===== src/camtop_pkg.sv =====
// camtop_pkg: register map, field layout, reset values and codes
// assumes: 32-bit avalon-mm register bus, byte addresses on word boundaries
package camtop_pkg;

    // ********************************
    // register byte offsets
    // ********************************
    localparam logic [7:0] OFF_TOP_ENABLE    = 8'h00;
    localparam logic [7:0] OFF_PTN_EN_START  = 8'h04;
    localparam logic [7:0] OFF_PTN_CONTROL   = 8'h08;
    localparam logic [7:0] OFF_PTN_LENGTH    = 8'h20;
    localparam logic [7:0] OFF_PTN_ADDRESS   = 8'h24;
    localparam logic [7:0] OFF_PTN_FRAME     = 8'h28;
    localparam logic [7:0] OFF_PROC_IN0      = 8'h30;
    localparam logic [7:0] OFF_PROC_IN1      = 8'h34;
    localparam logic [7:0] OFF_PROC_IN2      = 8'h38;
    localparam logic [7:0] OFF_PROC_IN3      = 8'h3C;
    localparam logic [7:0] OFF_POST0_IN      = 8'hA0;
    localparam logic [7:0] OFF_POST1_IN      = 8'hA4;
    localparam logic [7:0] OFF_PTN_STATUS    = 8'hB0;

    // ********************************
    // field positions
    // ********************************
    localparam int POS_FUNC_EN     = 0;
    localparam int POS_RUN_REQ     = 4;
    localparam int POS_REPEAT_LO   = 16;
    localparam int POS_DELAY_LO    = 0;
    localparam int POS_CLKDIV_LO   = 8;
    localparam int POS_LANE_LO     = 16;
    localparam int POS_WIDTH_LO    = 20;
    localparam int POS_PORT_LO     = 24;
    localparam int POS_FRM_W_LO    = 0;
    localparam int POS_FRM_H_LO    = 16;

    // ********************************
    // reset values and codes
    // ********************************
    localparam logic [31:0] RST_PTN_CONTROL = 32'h0000000F;
    localparam logic [31:0] RST_ZERO        = 32'h00000000;
    localparam logic [2:0]  SEL_CODE_000    = 3'h0;
    localparam logic [2:0]  SEL_CODE_010    = 3'h2;
    localparam logic [2:0]  SEL_CODE_100    = 3'h4;
    localparam logic [1:0]  WIDTH_8BIT      = 2'h0;
    localparam logic [1:0]  WIDTH_10BIT     = 2'h1;
    localparam logic [3:0]  LANE_MAX_CODE   = 4'h3;
    localparam logic [2:0]  PORT_SERIAL0    = 3'h0;
    localparam logic [31:0] BUS_UNMAPPED    = 32'h00000000;
endpackage

===== src/camtop_ctrl.sv =====
// camtop_ctrl: capture top control, pattern replay sequencer and input routing
// assumes: one 200 mhz clock, synchronous active-low reset, avalon-mm slave
// Contract
// - enable bit low holds whole capture subsystem in reset and disabled
// - pattern replays repeat-count field plus one times
// - software sets start bit; hardware clears it after all repeats
// - function-enable bit switches pattern generation on or off
// - output-port code 000 routes pattern to serial camera port zero
// - width code 00 gives 8-bit samples, 01 gives 10-bit samples
// - lane-mode codes 0000 to 0011 select one to four lanes
// - generator working clock is divided per the 2-bit divider field
// - wait delay-field clocks after start before generating; resets to 0xF
// - pattern size in bytes comes from full 32-bit length register
// - pattern fetched from the 32-bit pattern address register
// - frame height and width apply only in image-processor mode
// - input0 takes parser channel 0 on 000, channel 1 on 100
// - inputs one to three take parser channels one to three on 000
// - post-processor zero takes processor channel 0 on 000
// - post-processor one takes channel 0 on 000, channel 1 on 010
`timescale 1ns/1ps
`default_nettype none
module camtop_ctrl
    import camtop_pkg::*;
(
    // clock and reset
    input  wire logic        clk,
    input  wire logic        rst_n,
    // avalon-mm register slave
    input  wire logic [7:0]  avs_address,
    input  wire logic        avs_read,
    input  wire logic        avs_write,
    input  wire logic [31:0] avs_writedata,
    input  wire logic [3:0]  avs_byteenable,
    output logic      [31:0] avs_readdata,
    output logic             avs_waitrequest,
    // subsystem control
    output logic             subsys_rst_n,
    // pattern memory fetch and generator controls
    output logic             ptn_fetch_req,
    output logic      [31:0] ptn_fetch_addr,
    input  wire logic        ptn_fetch_ack,
    output logic             ptn_active,
    output logic             ptn_gen_tick,
    output logic             ptn_to_serial0,
    output logic      [2:0]  ptn_lane_count,
    output logic             ptn_sample_10bit,
    output logic      [12:0] ptn_frame_width,
    output logic      [12:0] ptn_frame_height,
    input  wire logic        ptn_proc_mode,
    // routing selects, one-hot per source
    output logic      [1:0]  proc0_src,
    output logic      [2:0]  proc123_src_ok,
    output logic             post0_src_ok,
    output logic      [1:0]  post1_src
);

    // ********************************
    // state
    // ********************************
    typedef enum logic [1:0] {PG_IDLE, PG_DELAY, PG_RUN} camtop_pg_t;

    typedef struct packed {
        logic        top_en;
        logic        func_en;
        logic        run_req;
        logic [7:0]  repeat_cnt;
        logic [31:0] ctrl;
        logic [31:0] len;
        logic [31:0] addr;
        logic [31:0] frame;
        logic [2:0]  sel_in0;
        logic [2:0]  sel_in1;
        logic [2:0]  sel_in2;
        logic [2:0]  sel_in3;
        logic [2:0]  sel_pp0;
        logic [2:0]  sel_pp1;
        logic [1:0]  pg;
        logic [7:0]  dly_cnt;
        logic [7:0]  rep_done;
        logic [31:0] byte_cnt;
        logic [3:0]  div_cnt;
        logic        tick;
        logic        fetch_req;
        logic [31:0] fetch_addr;
        logic        waitreq;
        logic [31:0] rdata;
    } camtop_st_t;

    camtop_st_t st_ff;
    camtop_st_t nxt_st;

    // bytes moved per acknowledged fetch: one per lane
    function automatic logic [31:0] camtop_lanes(input logic [3:0] mode);
        camtop_lanes = (mode <= LANE_MAX_CODE) ? {28'h0, mode} + 32'h1 : 32'h1;
    endfunction

    // byte-lane merge for a 32-bit register write
    function automatic logic [31:0] camtop_merge(input logic [31:0] old,
                                                 input logic [31:0] wd,
                                                 input logic [3:0]  be);
        for (int i = 0; i < 4; i++) begin
            camtop_merge[i*8 +: 8] = be[i] ? wd[i*8 +: 8] : old[i*8 +: 8];
        end
    endfunction

    camtop_pg_t  pg_now;
    logic        acc;
    logic [31:0] wv;
    logic [31:0] rv;
    logic [3:0]  div_max;
    logic [31:0] step;

    always_comb begin
        pg_now  = camtop_pg_t'(st_ff.pg);
        div_max = 4'h1 << st_ff.ctrl[POS_CLKDIV_LO +: 2];
        step    = camtop_lanes(st_ff.ctrl[POS_LANE_LO +: 4]);
    end

    // ********************************
    // next-state logic
    // ********************************
    always_comb begin
        nxt_st = st_ff;
        acc    = (avs_read || avs_write) && st_ff.waitreq;
        wv     = 32'h0;
        rv     = BUS_UNMAPPED;
        // bus: one wait cycle, answer on the second edge
        nxt_st.waitreq = 1'b1;
        if (acc) begin
            nxt_st.waitreq = 1'b0;
        end
        // divider runs freely during a run so ticks stay evenly spaced;
        // a tick that meets a pending fetch is simply skipped
        nxt_st.tick = 1'b0;
        if (pg_now == PG_RUN) begin
            if (st_ff.div_cnt + 4'h1 >= div_max) begin
                nxt_st.div_cnt = 4'h0;
                nxt_st.tick    = 1'b1;
            end else begin
                nxt_st.div_cnt = st_ff.div_cnt + 4'h1;
            end
        end
        // sequencer
        unique case (pg_now)
            PG_IDLE: begin
                if (st_ff.run_req && st_ff.func_en) begin
                    nxt_st.pg       = PG_DELAY;
                    nxt_st.div_cnt  = 4'h0;
                    nxt_st.dly_cnt  = st_ff.ctrl[POS_DELAY_LO +: 8];
                    nxt_st.rep_done = 8'h0;
                    nxt_st.byte_cnt = 32'h0;
                end
            end
            PG_DELAY: begin
                if (st_ff.dly_cnt == 8'h0) begin
                    nxt_st.pg = PG_RUN;
                end else begin
                    nxt_st.dly_cnt = st_ff.dly_cnt - 8'h1;
                end
            end
            PG_RUN: begin
                // each tick with no fetch pending asks memory for the next chunk
                if (st_ff.tick && !st_ff.fetch_req) begin
                    nxt_st.fetch_req  = 1'b1;
                    nxt_st.fetch_addr = st_ff.addr + st_ff.byte_cnt;
                end
                if (st_ff.fetch_req && ptn_fetch_ack) begin
                    nxt_st.fetch_req = 1'b0;
                    if (st_ff.byte_cnt + step >= st_ff.len) begin
                        nxt_st.byte_cnt = 32'h0;
                        if (st_ff.rep_done == st_ff.repeat_cnt) begin
                            nxt_st.pg      = PG_IDLE;
                            nxt_st.run_req = 1'b0;
                        end else begin
                            nxt_st.rep_done = st_ff.rep_done + 8'h1;
                        end
                    end else begin
                        nxt_st.byte_cnt = st_ff.byte_cnt + step;
                    end
                end
            end
        endcase
        // function disable aborts a run
        if (!st_ff.func_en && pg_now != PG_IDLE) begin
            nxt_st.pg        = PG_IDLE;
            nxt_st.fetch_req = 1'b0;
            nxt_st.run_req   = 1'b0;
        end
        // register reads
        unique case (avs_address)
            OFF_TOP_ENABLE:   rv = {31'h0, st_ff.top_en};
            OFF_PTN_EN_START: rv = {8'h0, st_ff.repeat_cnt, 11'h0, st_ff.run_req,
                                    3'h0, st_ff.func_en};
            OFF_PTN_CONTROL:  rv = st_ff.ctrl;
            OFF_PTN_LENGTH:   rv = st_ff.len;
            OFF_PTN_ADDRESS:  rv = st_ff.addr;
            OFF_PTN_FRAME:    rv = st_ff.frame;
            OFF_PROC_IN0:     rv = {29'h0, st_ff.sel_in0};
            OFF_PROC_IN1:     rv = {29'h0, st_ff.sel_in1};
            OFF_PROC_IN2:     rv = {29'h0, st_ff.sel_in2};
            OFF_PROC_IN3:     rv = {29'h0, st_ff.sel_in3};
            OFF_POST0_IN:     rv = {29'h0, st_ff.sel_pp0};
            OFF_POST1_IN:     rv = {29'h0, st_ff.sel_pp1};
            OFF_PTN_STATUS:   rv = {22'h0, st_ff.pg, st_ff.rep_done};
            default:          rv = BUS_UNMAPPED;
        endcase
        if (acc && avs_read) begin
            nxt_st.rdata = rv;
        end
        // register writes; software start wins over no-op, hw clear above
        if (acc && avs_write) begin
            wv = camtop_merge(rv, avs_writedata, avs_byteenable);
            unique case (avs_address)
                OFF_TOP_ENABLE:   nxt_st.top_en = wv[0];
                OFF_PTN_EN_START: begin
                    nxt_st.func_en    = wv[POS_FUNC_EN];
                    nxt_st.repeat_cnt = wv[POS_REPEAT_LO +: 8];
                    if (wv[POS_RUN_REQ]) begin
                        nxt_st.run_req = 1'b1;
                    end
                end
                OFF_PTN_CONTROL:  nxt_st.ctrl  = wv & 32'h073F03FF;
                OFF_PTN_LENGTH:   nxt_st.len   = wv;
                OFF_PTN_ADDRESS:  nxt_st.addr  = wv;
                OFF_PTN_FRAME:    nxt_st.frame = wv & 32'h1FFF1FFF;
                OFF_PROC_IN0:     nxt_st.sel_in0 = wv[2:0];
                OFF_PROC_IN1:     nxt_st.sel_in1 = wv[2:0];
                OFF_PROC_IN2:     nxt_st.sel_in2 = wv[2:0];
                OFF_PROC_IN3:     nxt_st.sel_in3 = wv[2:0];
                OFF_POST0_IN:     nxt_st.sel_pp0 = wv[2:0];
                OFF_POST1_IN:     nxt_st.sel_pp1 = wv[2:0];
                default:          nxt_st.top_en  = st_ff.top_en;
            endcase
        end
        // top enable low holds the pattern sequencer idle and clears function and start bits
        if (!st_ff.top_en) begin
            nxt_st.func_en  = 1'b0;
            nxt_st.run_req  = 1'b0;
            nxt_st.pg       = 2'(PG_IDLE);
            nxt_st.fetch_req = 1'b0;
            nxt_st.div_cnt  = 4'h0;
            nxt_st.tick     = 1'b0;
        end
    end

    // ********************************
    // registers
    // ********************************
    always_ff @(posedge clk) begin
        if (!rst_n) begin
            st_ff         <= '0;
            st_ff.ctrl    <= RST_PTN_CONTROL;
            st_ff.waitreq <= 1'b1;
            st_ff.pg      <= 2'(PG_IDLE);
        end else begin
            st_ff <= nxt_st;
        end
    end

    // ********************************
    // outputs, all from flops
    // ********************************
    logic [1:0]  proc0_ff;
    logic [2:0]  p123_ff;
    logic        pp0_ff;
    logic [1:0]  pp1_ff;
    logic        serial0_ff;
    logic [2:0]  lanes_ff;
    logic        w10_ff;
    logic [25:0] frm_ff;
    logic        srst_ff;

    // decode routing one cycle late; reserved codes connect nothing
    always_ff @(posedge clk) begin
        if (!rst_n) begin
            proc0_ff   <= 2'h0;
            p123_ff    <= 3'h0;
            pp0_ff     <= 1'b0;
            pp1_ff     <= 2'h0;
            serial0_ff <= 1'b0;
            lanes_ff   <= 3'h0;
            w10_ff     <= 1'b0;
            frm_ff     <= 26'h0;
            srst_ff    <= 1'b0;
        end else begin
            srst_ff    <= st_ff.top_en;
            proc0_ff   <= {st_ff.top_en && st_ff.sel_in0 == SEL_CODE_100,
                           st_ff.top_en && st_ff.sel_in0 == SEL_CODE_000};
            p123_ff    <= {st_ff.top_en && st_ff.sel_in3 == SEL_CODE_000,
                           st_ff.top_en && st_ff.sel_in2 == SEL_CODE_000,
                           st_ff.top_en && st_ff.sel_in1 == SEL_CODE_000};
            pp0_ff     <= st_ff.top_en && st_ff.sel_pp0 == SEL_CODE_000;
            pp1_ff     <= {st_ff.top_en && st_ff.sel_pp1 == SEL_CODE_010,
                           st_ff.top_en && st_ff.sel_pp1 == SEL_CODE_000};
            serial0_ff <= st_ff.ctrl[POS_PORT_LO +: 3] == PORT_SERIAL0;
            lanes_ff   <= 3'(step);
            w10_ff     <= st_ff.ctrl[POS_WIDTH_LO +: 2] == WIDTH_10BIT;
            // frame size only passes through in processor mode
            frm_ff     <= ptn_proc_mode ? {st_ff.frame[POS_FRM_H_LO +: 13],
                                           st_ff.frame[POS_FRM_W_LO +: 13]} : 26'h0;
        end
    end

    assign avs_readdata     = st_ff.rdata;
    assign avs_waitrequest  = st_ff.waitreq;
    assign subsys_rst_n     = srst_ff;
    assign ptn_fetch_req    = st_ff.fetch_req;
    assign ptn_fetch_addr   = st_ff.fetch_addr;
    assign ptn_active       = st_ff.pg != 2'(PG_IDLE);
    assign ptn_gen_tick     = st_ff.tick;
    assign ptn_to_serial0   = serial0_ff;
    assign ptn_lane_count   = lanes_ff;
    assign ptn_sample_10bit = w10_ff;
    assign ptn_frame_height = frm_ff[25:13];
    assign ptn_frame_width  = frm_ff[12:0];
    assign proc0_src        = proc0_ff;
    assign proc123_src_ok   = p123_ff;
    assign post0_src_ok     = pp0_ff;
    assign post1_src        = pp1_ff;

    // ********************************
    // checks
    // ********************************
    chk_enable_holds: assert property (@(posedge clk) disable iff (!rst_n)
        !st_ff.top_en |=> !ptn_active && !ptn_fetch_req)
        else $error("pattern active while top disabled");
    chk_run_clears: assert property (@(posedge clk) disable iff (!rst_n)
        ptn_active && !nxt_st.run_req |=> !ptn_active)
        else $error("start bit cleared while run continues");
    chk_func_gate: assert property (@(posedge clk) disable iff (!rst_n)
        !st_ff.func_en && !ptn_active |=> !ptn_active)
        else $error("run started with function disabled");
    chk_delay_start: assert property (@(posedge clk) disable iff (!rst_n)
        pg_now == PG_IDLE && nxt_st.pg == 2'(PG_DELAY) |=>
        st_ff.dly_cnt == st_ff.ctrl[7:0])
        else $error("start delay not loaded");
    chk_repeat_end: assert property (@(posedge clk) disable iff (!rst_n)
        $fell(ptn_active) && st_ff.top_en && st_ff.func_en |->
        $past(st_ff.rep_done) == st_ff.repeat_cnt)
        else $error("run ended before repeat count");
    chk_run_reads: assert property (@(posedge clk) disable iff (!rst_n)
        ptn_active |-> st_ff.run_req)
        else $error("start bit low during a run");
    chk_route_in0: assert property (@(posedge clk) disable iff (!rst_n)
        st_ff.top_en && st_ff.sel_in0 == SEL_CODE_100 |=> proc0_src == 2'h2)
        else $error("input0 routing wrong");
    chk_route_pp1: assert property (@(posedge clk) disable iff (!rst_n)
        st_ff.top_en && st_ff.sel_pp1 == SEL_CODE_010 |=> post1_src == 2'h2)
        else $error("post1 routing wrong");
    chk_fetch_addr: assert property (@(posedge clk) disable iff (!rst_n)
        $rose(ptn_fetch_req) |-> ptn_fetch_addr == st_ff.addr + st_ff.byte_cnt)
        else $error("fetch address wrong");
endmodule
`default_nettype wire


===== config.mk =====
export PLATFORM = sky130hd
export DESIGN_NAME = camtop_ctrl
export DESIGN_NICKNAME = d
export VERILOG_FILES = /design/src/camtop_pkg.sv /design/src/camtop_ctrl.sv
export SDC_FILE = /design/constraint.sdc
export NUM_CORES = 1
export LEC_CHECK = 0
export BUFFER_PORTS_ARGS = -buffer_cell sky130_fd_sc_hd__buf_2
export CORE_ASPECT_RATIO = 0.75
export CORE_MARGIN = 1.5
export CORE_UTILIZATION = 30
export DETAILED_ROUTE_END_ITERATION = 10
export PLACE_DENSITY = 0.47
export SYNTH_ARGS = -nofsm -noshare
export SYNTH_HDL_FRONTEND = slang
export SYNTH_SLANG_ARGS = --single-unit

===== constraint.sdc =====
create_clock -name clk -period 4 [get_ports clk]
set_clock_uncertainty 0.05 [all_clocks]
set_input_delay 0.6 -clock clk [delete_from_list [all_inputs] [get_ports clk]]
set_output_delay 0.6 -clock clk [all_outputs]
set_load 0.02 [all_outputs]

After elaboration in Yosys (flattened, before gate mapping)

Index checks and enable logic that the tools add are counted.

$add $sub $neg: 6
Magnitude comparators: 3
Equal/unequal tests: 25
Shift operators: 1
Mux-type cells: 44
Bitwise gates (word level): 2
Reductions and logical operators: 54

Operators by type and width:

| kind               | number |
|---|---|
| $pmux 32 s13       | 1 |
| $mux 155           | 1 |
| $mux 32            | 3 |
| $pmux 40 s2        | 1 |
| $eq 8x6->1 const B | 7 |
| $mux 8             | 7 |
| $mux 54            | 1 |
| $mux 40            | 1 |
| $mux 33            | 1 |
| $add 32x32->32     | 1 |
| $add 32x5->32      | 1 |
| $ge 32x32->1       | 1 |
| $reduce_and 2->1   | 16 |
| $mux 29            | 1 |
| $mux 27            | 1 |
| $eq 8x8->1 const B | 3 |
| $logic_not 3->1    | 7 |
| $mux 3             | 6 |
| $logic_not 8->1    | 2 |
| $pmux 8 s2         | 1 |
| $logic_and 1x1->1  | 15 |
| $mux 5             | 2 |
| $reduce_and 5->1   | 2 |
| $mux 1             | 9 |
| other kinds (27)   | 44 |

Flip-flop bits (word level): 299
Input bits: 50
Output and inout port bits: 108
Word-level logic and storage cells: 168

Depth between registers and ports, before layout

Word-level depth: 11
Depth in mapped cells: 21
Mapped depth without buffers: 20

Worst setup path after synthesis

No wires, ideal clock.

Path kind: flip-flop to flip-flop
Start: register st_ff[251] in the netlist's numbering
End: register st_ff[104] in the netlist's numbering
Library setup time: 65 ps
Data arrival time: 4131 ps
Data required time: 3885 ps
Slack: -246 ps
Cell stages (with the launch flop): 22
Buffers on the path: 2
Clock period less this slack: 4246 ps
Path through: dfxtp_1 > ha_1 > nand2_1 > inv_1 > ha_1 > a21o_1 > a21oi_1 > o21ai_0 > a21oi_1 > clkbuf_1 > nor3_1 > xor2_1 > ha_1 > a21o_1 > a21o_1 > a21oi_1 > o211ai_1 > a32oi_1 > o21a_1 > buf_6 > mux2_2 > nor2_1

Longest elaborated chain between the ends: 6

RTL lines:

| what                                             | RTL line           | source |
|---|---|---|
| from (decl)                                      | camtop_ctrl.sv:89  | `camtop_st_t st_ff;` |
| from (signal assigned)                           | camtop_ctrl.sv:256 | `st_ff <= nxt_st;` |
| $add 4x1->5 / $le 4x2->1 (equally long branches) | camtop_ctrl.sv:94  | `camtop_lanes = (mode <= LANE_MAX_CODE) ? {28'h0, mode} + 32'h1 : 32'h1;` |
| $mux 5 *                                         | camtop_ctrl.sv:94  |  |
| via step[1]                                      | camtop_ctrl.sv:111 | `logic [31:0] step;` |
| $add 32x5->32 *                                  | camtop_ctrl.sv:169 | `if (st_ff.byte_cnt + step >= st_ff.len) begin` |
| $ge 32x32->1 *                                   | camtop_ctrl.sv:169 |  |
| $ne 2x1->1 (no source line) *                    | n/a                |  |
| $reduce_and 5->1 (no source line) *              | n/a                |  |

The timed path passes the listed nets; every way through them passes the cells marked *.
A chain may end at the register's enable or synchronous reset.

Worst setup path in the final report

Start: register st_ff[251] in the netlist's numbering
End: register st_ff[91] in the netlist's numbering

Longest elaborated chain between the ends: 7

RTL lines:

| what                                             | RTL line                               | source |
|---|---|---|
| $add 4x1->5 / $le 4x2->1 (equally long branches) | camtop_ctrl.sv:94                      |  |
| $mux 5 *                                         | camtop_ctrl.sv:94                      |  |
| via step[1]                                      | camtop_ctrl.sv:111                     |  |
| $add 32x5->32 *                                  | camtop_ctrl.sv:169, camtop_ctrl.sv:178 |  |
| $ge 32x32->1                                     | camtop_ctrl.sv:169                     |  |
| $mux 32 *                                        | camtop_ctrl.sv:169                     |  |
| $mux 40 *                                        | camtop_ctrl.sv:167                     | `if (st_ff.fetch_req && ptn_fetch_ack) begin` |
| $pmux 40 s2 *                                    | camtop_ctrl.sv:144                     | `unique case (pg_now)` |

The timed path passes the listed nets; every way through them passes the cells marked *. The select of a mux whose other input is x is not followed.

==> impl_results.md <==
* Ranking of synthesized cells by area: dfxtp_1, nand2_1, a21oi_1, ha_1, nor2_1
* Worst r2r src: st_ff[251]
* Die Y at 203 µm
* Gpl congestion at 0.883
* Initial antenna violation count at 1
* Crit. End Element: flip-flop
* Pint at 4.88 mW
* CTS tree: yes
* Net Sw Power at 1.58 mW
* Clock sink count at 299
* Final worst-path cycle share at 1.04
* Die width at 269 µm
* Num rows at 73
* Yosys cell types at 84
* CTS buffer count at 35
* Die area at 54,700 µm²
* DRC viols at 0
* # H-tree levels at 2
* Min-delay src: avs_write
* Register bit total from synthesis at 299
* Comb power frac at 0.048
* Startpoint Class: flip-flop
* Static Leak at 8.00 nW
* Sequential share of power at 0.466
* Synth Instances at 2,021
* Layout cells sized above 1 at 0.211
* Fin. Hold Viols at 0
* Max cap viols at 0
* WL final at 54,900 µm
* Fmax at 241 MHz
* Final antenna-violating net count at 0
* Setup crit start: st_ff[251]
* Register Area at 5990 µm²
* EDFF count, synth at 0
* Nets at 2,291
* Vias in the first global route at 14.3k
* Tmin final at 4.14 ns
* Status: complete, but fails checks
* Final WS setup at -0.143 ns
* Pin count of the biggest net entering global routing at 86
* Router iterations before antenna repair at 6
* Worst Tran Pin Value at 0.886 ns
* Total chip power at 6.47 mW
* Via density at 5.12
* Clock Latency Late Sink at 0.55 ns
* Post-Layout Cell Count at 2,895
* Req. time, crit path at 4.44 ns
* Via count at 14.8k
* Final Max Slew Viols at 0
* RSZ-0062 raised after global routing: yes
* FILL cells at 5,592
* Synth cell count leaders: nand2_1, dfxtp_1, a21oi_1, nor2_1, clkbuf_1
* Drt initial violations at 1,019
* Warnings from Yosys at 0
* Overflow after GRT at 0
* Max clock buf depth at 3
* I/O Pins at 158
* Syn Area/Cell at 7.90 µm²
* WP data arrival at 4.59 ns
* Setup violators final at 40
* Core area at 52,800 µm²
* Clock power share at 0.486
* Ys async rst share at 0
* Worst-path maximum fanout at 8
* P&R area growth vs syn at 20.9%
* Placed cells at 2,810
* P per Cell Area at 335 nW/µm²
* Top cell type by total area after synthesis: dfxtp_1
* Worst Hold Class: in -> reg
* Port Buf Inserts at 157
* Most frequent cell after synthesis: nand2_1
* Drt wl/cell at 19.0 µm
* Initial core utilization at 0.303
* WS Path Type: reg -> reg
* Synthesized area at 16,000 µm²
* Share of the synthesized area in the top cell type at 0.375
* Failing checks: setup timing
* Max VDD drop at 0.219 mV
* Max-slew headroom at 0.409
* Setup TNS at -3.92 ns
* Sequential-to-total area share from yosys stat at 0.375
* First-pass GRT wire length at 84,600 µm
* Global Route Usage Sum at 0.196
* Switching Fraction at 0.244
* Multi-input logic area at 9300 µm²
* Top FF cell, synth: dfxtp_1
* Placed wire-length estimate at 40,300 µm
* Clk root buf: clkbuf_16
* Clock Pin Slew Worst Setup and Hold Paths at 0.06 ns
* Pre-CTS WS at -0.708 ns
sequential cells by signal (all words and copies together) (netlist names):
register          cells
ptn_sample_10bit      1
post1_src             2
subsys_rst_n          1
avs_readdata         32
post0_src_ok          1
proc123_src_ok        3
ptn_fetch_req         1
proc0_src             2
pg_now                2
ptn_fetch_addr       32
ptn_to_serial0        1
ptn_lane_count        3
ptn_gen_tick          1
frm_ff               26
st_ff               190
avs_waitrequest       1
per-layer routing:
layer	routed length, µm	global-route usage	vias to the layer above
met4	1540	0.0622	0
met1	25600	0.266	7167
met2	25400	0.322	296
met3	2250	0.0257	67
li1	-	-	7289
met5	0	0	-
through the flow:
step	util	hold WS [ns]	instance area, µm²
after CTS	0.359	0.195	19000
after floorplan	-	0.367	16000
after global placement	0.331	0.388	17500
final	0.366	0.216	19300
after global routing	0.366	0.215	19300
after detailed placement	0.331	0.394	17500
worst paths after layout:
path / endpoint / slack, ns / cells past startpoint
max reg2reg: st_ff[91] / -0.14 / 20
max: st_ff[91] / -0.14 / 20
min: avs_waitrequest / 0.22 / 2
min reg2reg: ptn_fetch_addr[22] / 0.40 / 2
power by group through the flow:
stage | clock [mW] | sequential, mW | combinational [mW]
floorplan | 0 | 3.08 | 0.204
global placement | 0 | 3.08 | 0.304
detailed placement | 0 | 3.08 | 0.303
CTS | 3.22 | 3.01 | 0.309
global route | 3.34 | 3.01 | 0.341
finish | 3.14 | 3.01 | 0.311
layout by cell type, fill, tap and decap left out, types with 13 or more instances in the layout:
cell type and instances:
nand2_1 371, dfxtp_1 295, a21oi_1 201, buf_2 157
nor2_1 137, buf_4 102, ha_1 75, inv_1 70
nand3_1 63, o21ai_0 54, and3_1 47, nor3_1 36
clkbuf_16 36, a21o_1 32, a22oi_1 32, xor2_1 28
and2_1 26, xnor2_1 24, a211oi_1 19, nand4_1 18
mux2_2 18, nand2b_1 17, a21oi_2 16, a222oi_1 16
mux2i_1 14, a221oi_1 14, o211ai_1 13, nor4_1 13
or3_1 13
cell type report:
class / count / area share
well taps: 712 / 0.0461
flip-flops and latches: 299 / 0.310
multi-input cells: 1475 / 0.481
diodes: 1 / 0.000130
repair buffers: 273 / 0.0907
clock buffers: 54 / 0.0538
inverters: 75 / 0.0148
clock inverters: 6 / 0.00253
logic make-up (layout without fill, tap and decap cells):
| kind of cell | count (synthesis) | after routing | share of synthesized area |
|---|---|---|---|
| xor gates and xnor gates | 56 | 56 | 0.0307 |
| DFF | 299 | 299 | 0.375 |
| muxes | 34 | 34 | 0.0231 |
| buffers and inverters | 249 | 408 | 0.0767 |
| other | 1 | 3 | 0.000235 |
| adders and majority gates | 82 | 82 | 0.0652 |
| and+or+nand+nor | 822 | 822 | 0.240 |
| AOI/OAI and AO/OA | 478 | 479 | 0.189 |
timing repair:
item | 4_1_cts | 5_1_grt
gates resized for setup | 74 | 67
setup endpoints to repair | 43 | 43
setup buffers | 16 | 9
gates cloned | 2 | 1
pin swaps | 38 | 52
hold buffers | 0 | 0
critical path, cell delays in order (launching register included):
cell	delay, ns
dfxtp_4	0.35
ha_4	0.26
nand2_4	0.05
inv_2	0.07
ha_4	0.20
a21o_1	0.17
a21oi_2	0.17
o21ai_2	0.07
a21oi_2	0.24
buf_6	0.20
nor3_1	0.08
xor2_1	0.21
ha_1	0.28
a21o_1	0.18
a21o_1	0.16
a21oi_1	0.26
o21ai_4	0.15
nor3_4	0.28
a21oi_4	0.13
or4_1	0.41
nand3_1	0.10
Note: power is estimated with default switching activity, not from simulation.
